### config.mk
export PLATFORM = sky130hd
export DESIGN_NAME = pcg_top
export DESIGN_NICKNAME = d
export VERILOG_FILES = /design/src/verilog/pcg_pkg.sv /design/src/verilog/pcg_reg.sv /design/src/verilog/pcg_select.sv /design/src/verilog/pcg_top.sv
export SDC_FILE = /design/constraint.sdc
export NUM_CORES = 1
export LEC_CHECK = 0
export ABC_CLOCK_PERIOD_IN_PS = 6200
export BUFFER_PORTS_ARGS = -buffer_cell sky130_fd_sc_hd__buf_4
export CORE_MARGIN = 2
export CORE_UTILIZATION = 62
export CTS_CLUSTER_DIAMETER = 30
export DETAILED_ROUTE_END_ITERATION = 7
export GPL_TIMING_DRIVEN = 0
export PLACE_DENSITY_LB_ADDON = 0.15
export SYNTH_ARGS = -nofsm -noshare
export SYNTH_HDL_FRONTEND = slang
export SYNTH_SLANG_ARGS = --single-unit
### constraint.sdc
create_clock -name pclk -period 6.2 [get_ports pclk]
set_clock_uncertainty 0.15 [all_clocks]
set_input_delay 0.31 -clock pclk [delete_from_list [all_inputs] [get_ports pclk]]
set_output_delay 0.31 -clock pclk [all_outputs]
set_load 0.02 [all_outputs]
### src/verilog/pcg_pkg.sv
/*
  constants for the peripheral clock gating block: register offsets,
  field positions, reset values and operating-state codes.
  assumes a 32-bit apb register bus with byte addresses.
*/
package pcg_pkg;

  // ------------------------------------------------------------------
  // register offsets (byte addresses within the system-control space)
  // ------------------------------------------------------------------
  localparam logic [11:0] PCG_BASE_HI_NOTE        = 12'h000;
  localparam logic [11:0] PCG_OFF_RUN_GATE_ZERO   = 12'h100;
  localparam logic [11:0] PCG_OFF_RUN_GATE_ONE    = 12'h104;
  localparam logic [11:0] PCG_OFF_SLEEP_GATE_ZERO = 12'h110;
  localparam logic [11:0] PCG_OFF_SLEEP_GATE_ONE  = 12'h114;
  localparam logic [11:0] PCG_OFF_DEEP_GATE_ZERO  = 12'h120;
  localparam logic [11:0] PCG_OFF_DEEP_GATE_ONE   = 12'h124;
  localparam logic [11:0] PCG_OFF_RUN_CLOCK_CFG   = 12'h060;
  localparam logic [11:0] PCG_OFF_STATUS          = 12'h1F0;
  localparam logic [31:0] PCG_SYSCTL_BASE         = 32'h400FE000;

  // ------------------------------------------------------------------
  // field positions
  // ------------------------------------------------------------------
  localparam int PCG_BIT_WATCHDOG  = 3;
  localparam int PCG_BIT_HIB       = 6;
  localparam int PCG_BIT_ADC       = 16;
  localparam int PCG_BIT_AUTO_GATE = 27;

  // ------------------------------------------------------------------
  // writable masks and reset values
  // ------------------------------------------------------------------
  localparam logic [31:0] PCG_DEEP_ZERO_MASK  = 32'h00010048;
  localparam logic [31:0] PCG_DEEP_ZERO_RESET = 32'h00000040;
  localparam logic [31:0] PCG_GATE_RESET      = 32'h00000000;
  localparam logic [31:0] PCG_ALL_MASK        = 32'hFFFFFFFF;
  localparam logic [31:0] PCG_CFG_MASK        = 32'h08000000;
  localparam logic [31:0] PCG_CFG_RESET       = 32'h00000000;
  localparam logic [31:0] PCG_ZERO_WORD       = 32'h00000000;

  // ------------------------------------------------------------------
  // operating states
  // ------------------------------------------------------------------
  typedef enum logic [1:0] {
    PCG_ST_RUN   = 2'b00,
    PCG_ST_SLEEP = 2'b01,
    PCG_ST_DEEP  = 2'b10
  } pcg_state_e;

endpackage

### src/verilog/pcg_reg.sv
/*
  one 32-bit gating register with a writable mask and a reset value.
  assumes the parent qualifies the write strobe with address decode.
*/
`timescale 1ns/1ps
module pcg_reg #(
  parameter logic [31:0] RESET_VAL = 32'h00000000,
  parameter logic [31:0] WR_MASK   = 32'hFFFFFFFF
) (
  // clock and reset
  input  wire logic        pclk,
  input  wire logic        presetn,
  // write port
  input  wire logic        wr_en,
  input  wire logic [31:0] wr_data,
  // stored value
  output logic      [31:0] value_q
);

  // read-only bits hold their reset value and ignore writes
  always_ff @(posedge pclk or negedge presetn) begin
    if (!presetn) begin
      value_q <= RESET_VAL;
    end else if (wr_en) begin
      value_q <= (wr_data & WR_MASK) | (RESET_VAL & ~WR_MASK);
    end
  end

endmodule

### src/verilog/pcg_select.sv
/*
  per-bit gate selection: picks the enable set of the current operating
  state when auto gating is on, else the run set, and registers it,
  so each enable changes only on a clock edge.
  assumes state and set inputs are synchronous to pclk.
*/
`timescale 1ns/1ps
module pcg_select
  import pcg_pkg::*;
#(
  parameter int WIDTH = 32
) (
  // clock and reset
  input  wire logic             pclk,
  input  wire logic             presetn,
  // selection
  input  wire logic [1:0]       state,
  input  wire logic             auto_gate,
  input  wire logic [WIDTH-1:0] run_set,
  input  wire logic [WIDTH-1:0] sleep_set,
  input  wire logic [WIDTH-1:0] deep_set,
  // registered enables
  output logic      [WIDTH-1:0] enable_q
);

  wire logic [WIDTH-1:0] sel_d;

  genvar g;
  generate
    for (g = 0; g < WIDTH; g = g + 1) begin : g_bit
      logic bit_d;
      always_comb begin
        bit_d = run_set[g];
        if (auto_gate) begin // see RULE7
          case (state)
            PCG_ST_SLEEP: bit_d = sleep_set[g];
            PCG_ST_DEEP:  bit_d = deep_set[g];
            default:      bit_d = run_set[g];
          endcase
        end
      end
      assign sel_d[g] = bit_d;
    end
  endgenerate

  // one flop process for the whole vector keeps enable_q single-driven
  // registered so the gate never glitches between sets, see RULE12
  always_ff @(posedge pclk or negedge presetn) begin
    if (!presetn) begin
      enable_q <= {WIDTH{1'b0}};
    end else begin
      enable_q <= sel_d;
    end
  end

endmodule

### src/verilog/pcg_top.sv
/*
  peripheral clock gating control: run, sleep and deep-sleep gating
  register sets behind an apb slave, the registered per-unit clock
  enables, and bus-fault flags for accesses to gated-off units.
  assumes the power controller drives the operating state and that
  peripheral bus decode reports which unit a peripheral access targets.
*/
// What this block does
// RULE1: a set enable bit clocks its unit, a clear one leaves it unclocked and disabled.
// RULE2: an access to a unit whose clock is gated off is answered with a bus fault.
// RULE3: all gating enables reset to zero except bits documented otherwise.
// RULE4: the deep-sleep set zero resets to 0x00000040 with the hibernation enable set.
// RULE5: deep-sleep set zero bit 3 is a writable watchdog enable resetting to zero.
// RULE6: there are separate run, sleep and deep-sleep gating register sets.
// RULE7: sleep and deep-sleep sets apply only when auto gating is selected, else run.
// RULE8: deep-sleep set zero decodes at offset 0x120 from the system-control base.
// RULE9: run set one decodes at offset 0x104 and resets to all zeros.
// RULE10: software keeps reserved bits across read-modify-write and ignores their value.
// RULE11: deep-sleep set zero bit 16 is a writable converter enable; other reserved bits read zero.
// RULE12: on a state change each enable moves to the new set glitch-free on a clock edge.
`timescale 1ns/1ps
module pcg_top
  import pcg_pkg::*;
#(
  parameter int UNITS = 32
) (
  // apb clock and reset
  input  wire logic             pclk,
  input  wire logic             presetn,
  // apb slave
  input  wire logic             psel,
  input  wire logic             penable,
  input  wire logic             pwrite,
  input  wire logic [11:0]      paddr,
  input  wire logic [31:0]      pwdata,
  output logic      [31:0]      prdata,
  output logic                  pready,
  output logic                  pslverr,
  // operating state from the power controller
  input  wire logic [1:0]       op_state,
  // peripheral access monitor
  input  wire logic             periph_req,
  input  wire logic             periph_bank,
  input  wire logic [4:0]       periph_unit,
  // per-unit clock enables and bus fault
  output logic      [UNITS-1:0] clk_en_zero,
  output logic      [UNITS-1:0] clk_en_one,
  output logic                  periph_fault
);

  // ------------------------------------------------------------------
  // apb decode
  // ------------------------------------------------------------------
  logic        setup_q;
  logic        access;
  logic        wr;
  logic        hit_run0;
  logic        hit_run1;
  logic        hit_slp0;
  logic        hit_slp1;
  logic        hit_dsl0;
  logic        hit_dsl1;
  logic        hit_cfg;
  logic        hit_stat;
  logic        hit_any;

  // no wait state: setup is seen, then access completes with pready
  always_ff @(posedge pclk or negedge presetn) begin
    if (!presetn) begin
      setup_q <= 1'b0;
    end else begin
      setup_q <= psel & ~penable;
    end
  end

  assign access   = psel & penable & setup_q;
  assign wr       = access & pwrite;
  assign hit_run0 = (paddr == PCG_OFF_RUN_GATE_ZERO);
  assign hit_run1 = (paddr == PCG_OFF_RUN_GATE_ONE);   // see RULE9
  assign hit_slp0 = (paddr == PCG_OFF_SLEEP_GATE_ZERO);
  assign hit_slp1 = (paddr == PCG_OFF_SLEEP_GATE_ONE);
  assign hit_dsl0 = (paddr == PCG_OFF_DEEP_GATE_ZERO); // see RULE8
  assign hit_dsl1 = (paddr == PCG_OFF_DEEP_GATE_ONE);
  assign hit_cfg  = (paddr == PCG_OFF_RUN_CLOCK_CFG);
  assign hit_stat = (paddr == PCG_OFF_STATUS);
  assign hit_any  = hit_run0 | hit_run1 | hit_slp0 | hit_slp1 |
                    hit_dsl0 | hit_dsl1 | hit_cfg | hit_stat;

  // ------------------------------------------------------------------
  // gating register sets
  // ------------------------------------------------------------------
  logic [31:0] run0_q;
  logic [31:0] run1_q;
  logic [31:0] slp0_q;
  logic [31:0] slp1_q;
  logic [31:0] dsl0_q;
  logic [31:0] dsl1_q;
  logic [31:0] cfg_q;

  // three independent sets, see RULE6; all-zero resets, see RULE3
  pcg_reg #(.RESET_VAL(PCG_GATE_RESET), .WR_MASK(PCG_ALL_MASK)) u_run0 (
    .pclk    (pclk),
    .presetn (presetn),
    .wr_en   (wr & hit_run0),
    .wr_data (pwdata),
    .value_q (run0_q)
  );

  pcg_reg #(.RESET_VAL(PCG_GATE_RESET), .WR_MASK(PCG_ALL_MASK)) u_run1 (
    .pclk    (pclk),
    .presetn (presetn),
    .wr_en   (wr & hit_run1),
    .wr_data (pwdata),
    .value_q (run1_q)
  );

  pcg_reg #(.RESET_VAL(PCG_GATE_RESET), .WR_MASK(PCG_ALL_MASK)) u_slp0 (
    .pclk    (pclk),
    .presetn (presetn),
    .wr_en   (wr & hit_slp0),
    .wr_data (pwdata),
    .value_q (slp0_q)
  );

  pcg_reg #(.RESET_VAL(PCG_GATE_RESET), .WR_MASK(PCG_ALL_MASK)) u_slp1 (
    .pclk    (pclk),
    .presetn (presetn),
    .wr_en   (wr & hit_slp1),
    .wr_data (pwdata),
    .value_q (slp1_q)
  );

  // only watchdog, hibernation and converter bits are writable,
  // see RULE4, see RULE5, see RULE11
  pcg_reg #(.RESET_VAL(PCG_DEEP_ZERO_RESET), .WR_MASK(PCG_DEEP_ZERO_MASK)) u_dsl0 (
    .pclk    (pclk),
    .presetn (presetn),
    .wr_en   (wr & hit_dsl0),
    .wr_data (pwdata),
    .value_q (dsl0_q)
  );

  pcg_reg #(.RESET_VAL(PCG_GATE_RESET), .WR_MASK(PCG_ALL_MASK)) u_dsl1 (
    .pclk    (pclk),
    .presetn (presetn),
    .wr_en   (wr & hit_dsl1),
    .wr_data (pwdata),
    .value_q (dsl1_q)
  );

  // run clock config: only the auto gating select bit is kept
  pcg_reg #(.RESET_VAL(PCG_CFG_RESET), .WR_MASK(PCG_CFG_MASK)) u_cfg (
    .pclk    (pclk),
    .presetn (presetn),
    .wr_en   (wr & hit_cfg),
    .wr_data (pwdata),
    .value_q (cfg_q)
  );

  logic auto_gating_select;
  assign auto_gating_select = cfg_q[PCG_BIT_AUTO_GATE];

  // ------------------------------------------------------------------
  // enable selection per operating state
  // ------------------------------------------------------------------
  logic [UNITS-1:0] en0_q;
  logic [UNITS-1:0] en1_q;

  // set bit clocks the unit, clear bit leaves it disabled, see RULE1
  pcg_select #(.WIDTH(UNITS)) u_sel0 (
    .pclk      (pclk),
    .presetn   (presetn),
    .state     (op_state),
    .auto_gate (auto_gating_select),
    .run_set   (run0_q[UNITS-1:0]),
    .sleep_set (slp0_q[UNITS-1:0]),
    .deep_set  (dsl0_q[UNITS-1:0]),
    .enable_q  (en0_q)
  );

  pcg_select #(.WIDTH(UNITS)) u_sel1 (
    .pclk      (pclk),
    .presetn   (presetn),
    .state     (op_state),
    .auto_gate (auto_gating_select),
    .run_set   (run1_q[UNITS-1:0]),
    .sleep_set (slp1_q[UNITS-1:0]),
    .deep_set  (dsl1_q[UNITS-1:0]),
    .enable_q  (en1_q)
  );

  assign clk_en_zero = en0_q;
  assign clk_en_one  = en1_q;

  // ------------------------------------------------------------------
  // bus fault on access to a gated-off unit
  // ------------------------------------------------------------------
  logic unit_on;
  logic fault_sticky_q;

  assign unit_on = periph_bank ? en1_q[periph_unit] : en0_q[periph_unit];

  // pulse in the cycle after the offending request, see RULE2
  always_ff @(posedge pclk or negedge presetn) begin
    if (!presetn) begin
      periph_fault <= 1'b0;
    end else begin
      periph_fault <= periph_req & ~unit_on;
    end
  end

  // sticky record; a new fault wins over a clear in the same cycle
  always_ff @(posedge pclk or negedge presetn) begin
    if (!presetn) begin
      fault_sticky_q <= 1'b0;
    end else if (periph_req & ~unit_on) begin
      fault_sticky_q <= 1'b1;
    end else if (wr & hit_stat & pwdata[0]) begin
      fault_sticky_q <= 1'b0;
    end
  end

  // ------------------------------------------------------------------
  // fault capture
  // ------------------------------------------------------------------
  logic       fault_hit;
  logic       fault_clr;
  logic [4:0] fault_unit_q;
  logic       fault_bank_q;
  logic [1:0] fault_state_q;

  assign fault_hit = periph_req & ~unit_on;
  assign fault_clr = wr & hit_stat & pwdata[0];

  // keeps the first offender only, so the root cause is not overwritten
  always_ff @(posedge pclk or negedge presetn) begin
    if (!presetn) begin
      fault_unit_q  <= 5'h00;
      fault_bank_q  <= 1'b0;
      fault_state_q <= 2'h0;
    end else if (fault_hit & (~fault_sticky_q | fault_clr)) begin
      fault_unit_q  <= periph_unit;
      fault_bank_q  <= periph_bank;
      fault_state_q <= op_state;
    end else if (fault_clr) begin
      fault_unit_q  <= 5'h00;
      fault_bank_q  <= 1'b0;
      fault_state_q <= 2'h0;
    end
  end

  // ------------------------------------------------------------------
  // fault count
  // ------------------------------------------------------------------
  logic [7:0] fault_cnt_q;

  // saturates instead of wrapping, so a flood never reads as quiet
  always_ff @(posedge pclk or negedge presetn) begin
    if (!presetn) begin
      fault_cnt_q <= 8'h00;
    end else if (fault_clr) begin
      fault_cnt_q <= {7'h00, fault_hit};
    end else if (fault_hit && (fault_cnt_q != 8'hFF)) begin
      fault_cnt_q <= fault_cnt_q + 8'h01;
    end
  end

  // ------------------------------------------------------------------
  // applied set indicator
  // ------------------------------------------------------------------
  pcg_state_e applied_d;
  pcg_state_e applied_q;

  // manual gating and state code 3 both fall back to the run set, see RULE7
  always_comb begin
    applied_d = PCG_ST_RUN;
    if (auto_gating_select) begin
      case (op_state)
        PCG_ST_SLEEP: applied_d = PCG_ST_SLEEP;
        PCG_ST_DEEP:  applied_d = PCG_ST_DEEP;
        default:      applied_d = PCG_ST_RUN;
      endcase
    end
  end

  // registered like the enables, so both move on the same edge
  always_ff @(posedge pclk or negedge presetn) begin
    if (!presetn) begin
      applied_q <= PCG_ST_RUN;
    end else begin
      applied_q <= applied_d;
    end
  end

  // ------------------------------------------------------------------
  // undefined state check
  // ------------------------------------------------------------------
  logic odd_state_q;

  // state code 3 has no set of its own; remember that it was seen
  always_ff @(posedge pclk or negedge presetn) begin
    if (!presetn) begin
      odd_state_q <= 1'b0;
    end else if (op_state == 2'b11) begin
      odd_state_q <= 1'b1;
    end else if (fault_clr) begin
      odd_state_q <= 1'b0;
    end
  end

  // ------------------------------------------------------------------
  // apb response
  // ------------------------------------------------------------------
  logic [31:0] rd_d;

  always_comb begin
    rd_d = PCG_ZERO_WORD;
    if (hit_run0) rd_d = run0_q;
    if (hit_run1) rd_d = run1_q;
    if (hit_slp0) rd_d = slp0_q;
    if (hit_slp1) rd_d = slp1_q;
    if (hit_dsl0) rd_d = dsl0_q;
    if (hit_dsl1) rd_d = dsl1_q;
    if (hit_cfg)  rd_d = cfg_q;
    if (hit_stat) begin
      rd_d = {8'h00, fault_cnt_q, 1'b0, fault_state_q, odd_state_q, applied_q, fault_bank_q,
              fault_unit_q, op_state, auto_gating_select, fault_sticky_q};
    end
  end

  // outputs registered: answer shows in the access cycle after setup
  always_ff @(posedge pclk or negedge presetn) begin
    if (!presetn) begin
      pready  <= 1'b0;
      pslverr <= 1'b0;
      prdata  <= PCG_ZERO_WORD;
    end else begin
      pready  <= psel & ~penable;
      pslverr <= psel & ~penable & ~hit_any;
      prdata  <= (psel & ~penable & ~pwrite) ? rd_d : PCG_ZERO_WORD;
    end
  end

endmodule
==> results, run 1 <==
- 0 antenna diodes ended up in the layout.
- The routed design could run at a clock period as short as 2.94 ns.
- The number of warnings issued by yosys is 0.
- The hold violation count in the final report is 0.
- The fraction of the cycle the final worst path needs is 47.4%.
- The final count of pins violating max slew is 0.
- The worst slew margin relative to its limit is 29.3%.
- Along the worst path, the maximum fanout reaches 10.
- The slew at the pin closest to its max-slew limit is 1.06 ns.
- The detailed-route vias per instance is 6.70.
- The via count of the first global-routing pass is 10900.
- The routed layout has 10800 vias.
- The clock root buffer is sky130_fd_sc_hd__clkbuf_16.
- The clock drives 283 sinks.
- The first-pass detailed-route iteration total is 8.
- Once the clock tree was built, the setup fixing pass inserted 0 buffers.
- The routed wire length is 42500 microns.
- Counting flops with a built-in enable in the synthesized netlist gives 0.
- The data arrival time of the critical path is 3.20 ns.
- The die span in y is 147 microns.
- The worst min-delay path category is primary input to flip-flop.
- The maximum buffer depth of the clock tree is 3.
- In the global route stage, overall resource usage came out at 39.7%.
- The commonest cells after synthesis are sky130_fd_sc_hd__dfrtp_1 (282), sky130_fd_sc_hd__mux2_2 (160), sky130_fd_sc_hd__nand2_1 (140).
- The power density over cell area is 303 mW/mm^2.
- The maximum achievable frequency is 0.340 GHz.
- Setup repair after global routing left no endpoint under its margin.
- TritonCTS created 50 clock buffers.
- The wire length of the first global-routing pass is 64000 microns.
- In the final routed layout, each cell accounts on average for 26.4 microns.
- The largest net degree at the start of global routing is 128.
- The detailed-route DRC error count is 0.
- The endpoint required time on the critical path is 6.46 ns.
- The setup total negative slack is 0 ns.
- The count of cell types in the netlist is 63.
- The share of synthesized area occupied by flip-flops and latches is 56.1%.
- On the critical path, the stage with the largest delay is an instance of sky130_fd_sc_hd__clkbuf_1.
- The clock reaches the later pin of the worst-skew pair after 0.54 ns.
- The cell leakage power is 7.88 nW.
- The async set-or-reset flop fraction in the synthesized netlist is 100%.
- The worst IR drop on VDD is 266 uV.
- In the post-synthesis netlist, the biggest area contributors are sky130_fd_sc_hd__dfrtp_1 (56%), sky130_fd_sc_hd__mux2_2 (14%), sky130_fd_sc_hd__nand2_1 (4.2%).
- Each instance of the synthesized netlist takes up on average 12.0 sq um.
- Input and output buffers added on the ports amount to 151.
- The placeable core area is 0.0201 sq mm.
- In this run the horizontal extent of the chip is 147 microns.
- The overflow left after global routing is 0.
- The critical path's most frequent cell is sky130_fd_sc_hd__clkbuf_1.
- The cell type with the highest aggregate area in the netlist is sky130_fd_sc_hd__dfrtp_1.
- The full die area is 0.0215 sq mm.
- The type of the worst setup path is primary input to flip-flop.
- In this run the number of H-tree levels came out at 2.
- The detailed-placement wirelength estimate is 26800 microns.
- Synthesis handed over a netlist of 1056 instances.
- Walking the worst path, the cells encountered are dlygate4sd3_1 -> buf_4 -> inv_1 -> ha_1 -> nand2b_1 -> clkbuf_1 -> clkbuf_1 -> clkbuf_1 -> nand2_1 -> o21ai_0.
- Row generation in the floorplan step produced 52 rows.
- The setup-violating endpoint count in the final report is 0.
- The number of nets with antenna violations after detailed routing is 0.
- The maximum cell stage delay along the critical path is 0.57 ns.
- The run finished with clean final reports.
- The final layout contains 1364 nets.
- Together, buffers and inverters on the worst path number 6.
- The flip-flop and latch count after synthesis is 283.
- The leading register cell type out of synthesis is sky130_fd_sc_hd__dfrtp_1.
- The most numerous cell in the Yosys netlist is sky130_fd_sc_hd__dfrtp_1.
- The sort of element at the end of the critical path is a flip-flop.
- Summing all placed instances gives a cell area of 0.0142 sq mm.
- Once the floorplan was initialized, standard cells occupied 62.8% of the core.
- The number of ports placed on the die boundary is 157.
- From synthesis to final layout, the design area changed by 28.9%.
- Clock-pin slew was measured on the worst setup and hold paths at 0.05 ns.
- After routing the design area is 0.0163 sq mm.
- The number of DRC markers after the initial detailed-route iteration is 1218.
- The CTS tree is yes.
- In this design, the largest share of critical-path delay is due to buffers and inverters.
- The placer's final routability congestion estimate is 0.983.
- The synthesized netlist net count is 1119.
- The count of maximum capacitance violations is 0.
- STA classifies the critical path startpoint as a primary input.
- The netlist area before placement is 0.0126 sq mm.
- The number of antenna violations at the first check in global routing is 0.
- Setup slack closes at 3.26 ns.
- The pre-CTS worst setup slack is 3.07 ns.
- Summed over its instances, the top area cell type makes up 55.9% of the synthesized netlist area.
- Of the cells placed in the final design, the portion with a size suffix greater than 1 is 33.6%.
==> layout make-up <==
cell class | instances | area (sq um)
tap | 270 | 338
multi-input combinational | 688 | 5150
clock buffer | 64 | 1390
timing repair buffer | 193 | 1600
buffer | 72 | 350
fill | 1187 | 3830
clock inverter | 28 | 328
sequential | 283 | 7080
inverter | 13 | 48.8
==> logic make-up (layout without fill, tap and decap cells) <==
group | count (synthesis) | count (layout) | share of synthesized area (%)
flops | 283 | 283 | 56.1
compound gates | 251 | 251 | 13.9
simple gates | 233 | 233 | 8.75
mux | 199 | 199 | 17.6
buf+inv | 85 | 370 | 3.16
fa+ha+maj | 5 | 5 | 0.495
==> where the power goes <==
| group | internal, mW | total (mW) | switching, mW |
|---|---|---|---|
| clock | 1.83 | 2.77 | 0.940 |
| combinational | 0.101 | 0.255 | 0.154 |
| sequential | 1.88 | 1.91 | 0.0368 |
==> sequential cells by signal (all words and copies together) (netlist names), 2 cells and up <==
register / count
u_slp0.value_q: 32
prdata: 32
fault_state_q: 2
u_run0.value_q: 32
fault_unit_q: 5
u_sel1.enable_q: 32
u_sel0.enable_q: 32
u_slp1.value_q: 32
u_dsl1.value_q: 32
u_dsl0.value_q: 3
fault_cnt_q: 8
u_run1.value_q: 32
applied_q: 2
==> metal layers <==
metal | GRT usage [%] | share of wire [%] | vias up | routed length (microns)
li1 | - | - | 4380 | -
met4 | 21.8 | 5.0 | 4 | 2120
met3 | 9.38 | 12 | 170 | 5120
met1 | 53.4 | 37 | 5364 | 15800
met5 | 1.82 | 0.21 | - | 90
met2 | 60.1 | 45 | 875 | 19300
==> worst reg2reg max path, stage by stage, from the launching register on <==
cell and delay (ns):
sky130_fd_sc_hd__dfrtp_1 0.36, sky130_fd_sc_hd__nand4_1 0.41, sky130_fd_sc_hd__nor3_1 0.80, sky130_fd_sc_hd__buf_2 0.49, sky130_fd_sc_hd__mux2_2 0.40
==> cells in the final DEF, fill, tap and decap left out, types with 7 or more instances in the layout <==
| cell type | count |
|---|---|
| sky130_fd_sc_hd__dfrtp_1 | 282 |
| sky130_fd_sc_hd__inv_1 | 13 |
| sky130_fd_sc_hd__nand4_1 | 10 |
| sky130_fd_sc_hd__a21oi_1 | 30 |
| sky130_fd_sc_hd__clkbuf_1 | 41 |
| sky130_fd_sc_hd__nor2_1 | 19 |
| sky130_fd_sc_hd__nand3_1 | 16 |
| sky130_fd_sc_hd__a21o_1 | 15 |
| sky130_fd_sc_hd__a221oi_1 | 7 |
| sky130_fd_sc_hd__a22oi_1 | 62 |
| sky130_fd_sc_hd__mux2_2 | 160 |
| sky130_fd_sc_hd__clkbuf_8 | 7 |
| sky130_fd_sc_hd__o21ai_0 | 73 |
| sky130_fd_sc_hd__mux2i_1 | 33 |
| sky130_fd_sc_hd__buf_4 | 155 |
| sky130_fd_sc_hd__nand2_1 | 140 |
| sky130_fd_sc_hd__dlygate4sd3_1 | 40 |
| sky130_fd_sc_hd__a222oi_1 | 18 |
| sky130_fd_sc_hd__a22o_1 | 14 |
| sky130_fd_sc_hd__clkbuf_16 | 51 |
| sky130_fd_sc_hd__a31oi_1 | 7 |
| sky130_fd_sc_hd__clkinv_2 | 10 |
| sky130_fd_sc_hd__buf_2 | 23 |
==> metrics by stage <==
| step | power, mW | hold WS, ns | util (%) | instances |
|---|---|---|---|---|
| 2_1_floorplan | 2.03 | -0.136 | - | 1056 |
| 3_3_place_gp | 2.16 | 0.330 | 70.1 | 1477 |
| 3_5_place_dp | 2.17 | 0.0893 | 70.5 | 1479 |
| 4_1_cts | 4.92 | 0.00859 | 81.0 | 1611 |
| 5_1_grt | 5.06 | 0.0148 | 81.0 | 1611 |
| 6_report | 4.93 | 0.0148 | 81.0 | 1611 |
==> timing repair <==
item,CTS,global route
endpoints found under the setup margin,0,0
hold buffers,40,0
resized for setup,0,0
hold endpoints to repair,224,0
==> worst paths after layout <==
check	startpoint	endpoint	slack (ns)	depth (start not counted)
min in group asynchronous	presetn	u_slp0.value_q[10]	0.11	2
max in group asynchronous	presetn	u_run0.value_q[25]	4.35	4
hold reg to reg	applied_q[0]	prdata[10]	0.35	1
setup reg to reg	pready	u_slp0.value_q[6]	3.49	4
setup / recovery	op_state[0]	u_sel0.enable_q[28]	3.26	10
hold / removal	pwrite	prdata[27]	0.01	4
Note: power is estimated with default switching activity, not from simulation.
==> inputs of run 2 (changes only) <==
--- a/config.mk
+++ b/config.mk
@@ -5,10 +5,10 @@
 export SDC_FILE = /design/constraint.sdc
 export NUM_CORES = 1
 export LEC_CHECK = 0
-export ABC_CLOCK_PERIOD_IN_PS = 6200
+export ABC_CLOCK_PERIOD_IN_PS = 2500
 export BUFFER_PORTS_ARGS = -buffer_cell sky130_fd_sc_hd__buf_4
 export CORE_MARGIN = 2
-export CORE_UTILIZATION = 62
+export CORE_UTILIZATION = 53
 export CTS_CLUSTER_DIAMETER = 30
 export DETAILED_ROUTE_END_ITERATION = 7
 export GPL_TIMING_DRIVEN = 0
==> constraint.sdc (replaced) <==
create_clock -name pclk -period 2.5 [get_ports pclk]
set_clock_uncertainty 0.15 [all_clocks]
set_input_delay 0.125 -clock pclk [delete_from_list [all_inputs] [get_ports pclk]]
set_output_delay 0.125 -clock pclk [all_outputs]
set_load 0.02 [all_outputs]
==> run 2 against run 1 <==
Register-to-register slack got worse by 3.5 ns. Sequential power increased by 150%. Cell count increased by 3.4%. Worst hold slack got worse by 0.0077 ns.
==> results, run 2 (synthesis gave the netlist of run 1 again) <==
- Result of the run: finished, final reports clean (unchanged).
- The wire length of the first global-routing pass was 61500 microns (was 64000 microns).
- The H-tree depth was 2 (unchanged).
- The highest metal layer with signal wires is met5 (unchanged).
- The number of buffer cells added on primary ports is 151 (unchanged).
- The share of post-route cells with drive strength above 1 came to 34.2% (was 33.6%).
- The placement row count is 56 (was 52).
- The total number of clock tree sinks is 283 (unchanged).
- The worst IR drop on VDD is 555 uV (was 266 uV).
- The worst min-delay path category is primary input to flip-flop (unchanged).
- The sort of element at the end of the critical path is a flip-flop (unchanged).
- The number of nets with antenna violations after detailed routing is 0 (unchanged).
- The initial standard-cell utilization of the core is 54.0% (was 62.8%).
- The data arrival time of the critical path came to 2.73 ns (was 3.20 ns).
- The placer's final routability congestion estimate came to 0.927 (was 0.983).
- The wire length on met3 came to 3860 microns (was 5120 microns).
- The final count of pins violating max slew came to 0 (unchanged).
- The hold violation count in the final report is 0 (unchanged).
- The worst hold slack is 0.00712 ns (was 0.0148 ns).
- The area used by sequential logic in the layout is 0.00708 sq mm (unchanged).
- The leading cell type in the layout, fill and taps excluded is sky130_fd_sc_hd__dfrtp_1 (unchanged).
- The placeable core area is 0.0234 sq mm (was 0.0201 sq mm).
- The maximum buffer depth of the clock tree came to 3 (unchanged).
- The type of origin of the critical path is a flip-flop (was primary input).
- The power density over cell area came to 766 mW/mm^2 (was 303 mW/mm^2).
- Unrepaired setup endpoints after global routing: yes (was no).
- Commonest non-fill, non-tap cells in the layout: sky130_fd_sc_hd__dfrtp_1 (282), sky130_fd_sc_hd__mux2_2 (160), sky130_fd_sc_hd__buf_4 (155) (unchanged).
- The full die area is 0.0251 sq mm (was 0.0215 sq mm).
- The worst path needs 2.47 ns of the cycle, external delays included.
- The wire length on met1 is 17100 microns (was 15800 microns).
- The detailed-route vias per instance is 6.16 (was 6.70).
- The count of maximum capacitance violations is 0 (unchanged).
- The clock-pin slew on the worst setup and hold paths came to 0.05 ns (about the same).
- The die span in y is 158 microns (was 147 microns).
- The number of cell instances on the worst register-to-register path is 4 (unchanged).
- The wire length per cell is 25.0 microns (was 26.4 microns).
- The cell leakage power was 7.95 nW (was 7.88 nW).
- The number of antenna violations at the first check in global routing is 2 (was 0).
- The worst path setup slack after routing is 0.0329 ns (was 3.26 ns).
- The count of cells along the worst hold path is 3 (was 4).
- The pre-CTS worst setup slack is -0.543 ns (was 3.07 ns).
- The horizontal extent of the die is 158 microns (was 147 microns).
- The type of the worst setup path is flip-flop to flip-flop (was primary input to flip-flop).
- The routed wire length was 41700 microns (was 42500 microns).
- The via count of the first global-routing pass was 10100 (was 10900).
- The setup-violating endpoint count in the final report is 0 (unchanged).
- The area growth from synthesis to layout came to 30.9% (was 28.9%).
- The total clock buffers created by CTS is 49 (was 50).
- The number of ports placed on the die boundary is 157 (unchanged).
- The endpoint required time on the critical path is 2.77 ns (was 6.46 ns).
- The largest net degree at the start of global routing is 125 (was 128).
- The area of the multi-input gates is 0.00517 sq mm (was 0.00515 sq mm).
- The overflow left after global routing is 0 (unchanged).
- The clock root buffer is sky130_fd_sc_hd__clkbuf_16 (unchanged).
- The maximum achievable frequency is 0.405 GHz.
- The number of nets in the finished design is 1368 (was 1364).
- The detailed-route DRC error count is 0 (unchanged).
- The number of filler cells placed in the layout is 1734 (was 1187).
- The detailed-placement wirelength estimate is 27800 microns (was 26800 microns).
- The slew at the pin closest to its max-slew limit came to 0.875 ns (was 1.06 ns).
- The CTS tree is yes (unchanged).
- The vias after detailed routing is 10300 (was 10800).
- The biggest fanout along the worst timing path came to 10 (unchanged).
- The worst path uses 98.7% of the clock period.
- The insertion delay to the later sink of the worst-skew pair was 0.55 ns (was 0.54 ns).
- The first-pass detailed-route iteration total is 5 (was 8).
- The routed wire length on met2 came to 19600 microns (was 19300 microns).
- The overall routing resource usage was 33.6% (was 39.7%).
- The worst slew margin relative to its limit is 41.4% (was 29.3%).
- The number of DRC markers after the initial detailed-route iteration came to 1221 (was 1218).
-- run 2: worst paths after layout --
kind / start / endpoint / slack, ns
hold / removal: periph_unit[0] / fault_unit_q[0] / 0.007
min in group asynchronous: presetn / u_slp0.value_q[9] / 0.02
max in group asynchronous: presetn / u_dsl1.value_q[27] / 1.14
hold reg to reg: applied_q[0] / prdata[10] / 0.31
setup / recovery: pready / u_slp0.value_q[21] / 0.03
setup reg to reg: pready / u_slp0.value_q[21] / 0.03
-- run 2: power breakdown --
part	switching (mW)	internal (mW)
Sequential	0.0808	4.65
Clock	2.34	4.97
Combinational	0.372	0.256
Total	2.79	9.88
-- run 2: timing repair --
| item | 4_1_cts | 5_1_grt |
|---|---|---|
| endpoints found under the hold margin | 336 | 0 |
| hold buffers | 45 | 0 |
| resized for setup | 5 | 11 |
| cloned | 0 | 0 |
| buffers inserted | 0 | 0 |
| setup endpoints to repair | 81 | 65 |
-- run 2: critical path: stages, from the launching register on --
cell	delay [ns]
sky130_fd_sc_hd__dfrtp_1	0.37
sky130_fd_sc_hd__nand4_1	0.43
sky130_fd_sc_hd__nor3_2	0.55
sky130_fd_sc_hd__buf_2	0.43
sky130_fd_sc_hd__mux2_2	0.39
-- run 2: area by class of cell --
cell class                      instances  share of cell area, %
Antenna cell                            1                 0.0151
Buffer                                 72                   2.18
Clock buffer                           61                   8.13
Clock inverter                         31                   2.90
Inverter                               13                  0.295
Multi-Input combinational cell        688                   31.3
Sequential cell                       283                   42.8
Tap cell                              319                   2.41
Timing Repair Buffer                  198                   9.96
-- run 2: metal layers --
layer,global-route usage (%),up-vias
met3,6.83,94
li1,-,4402
met2,53.1,597
met4,10.8,2
met1,46.9,5164
met5,0,-
-- run 2: stage by stage --
stage | instance area (sq um) | power, mW | instances | utilization (%) | TNS (ns)
2_1_floorplan | 12600 | 5.04 | 1056 | - | 0
3_3_place_gp | 14200 | 5.35 | 1526 | 60.5 | -393.98
3_5_place_dp | 14200 | 5.37 | 1528 | 60.8 | -42.86
4_1_cts | 16500 | 12.7 | 1665 | 70.6 | 0
5_1_grt | 16500 | 13.0 | 1665 | 70.6 | -0.391
6_report | 16500 | 12.7 | 1666 | 70.7 | 0
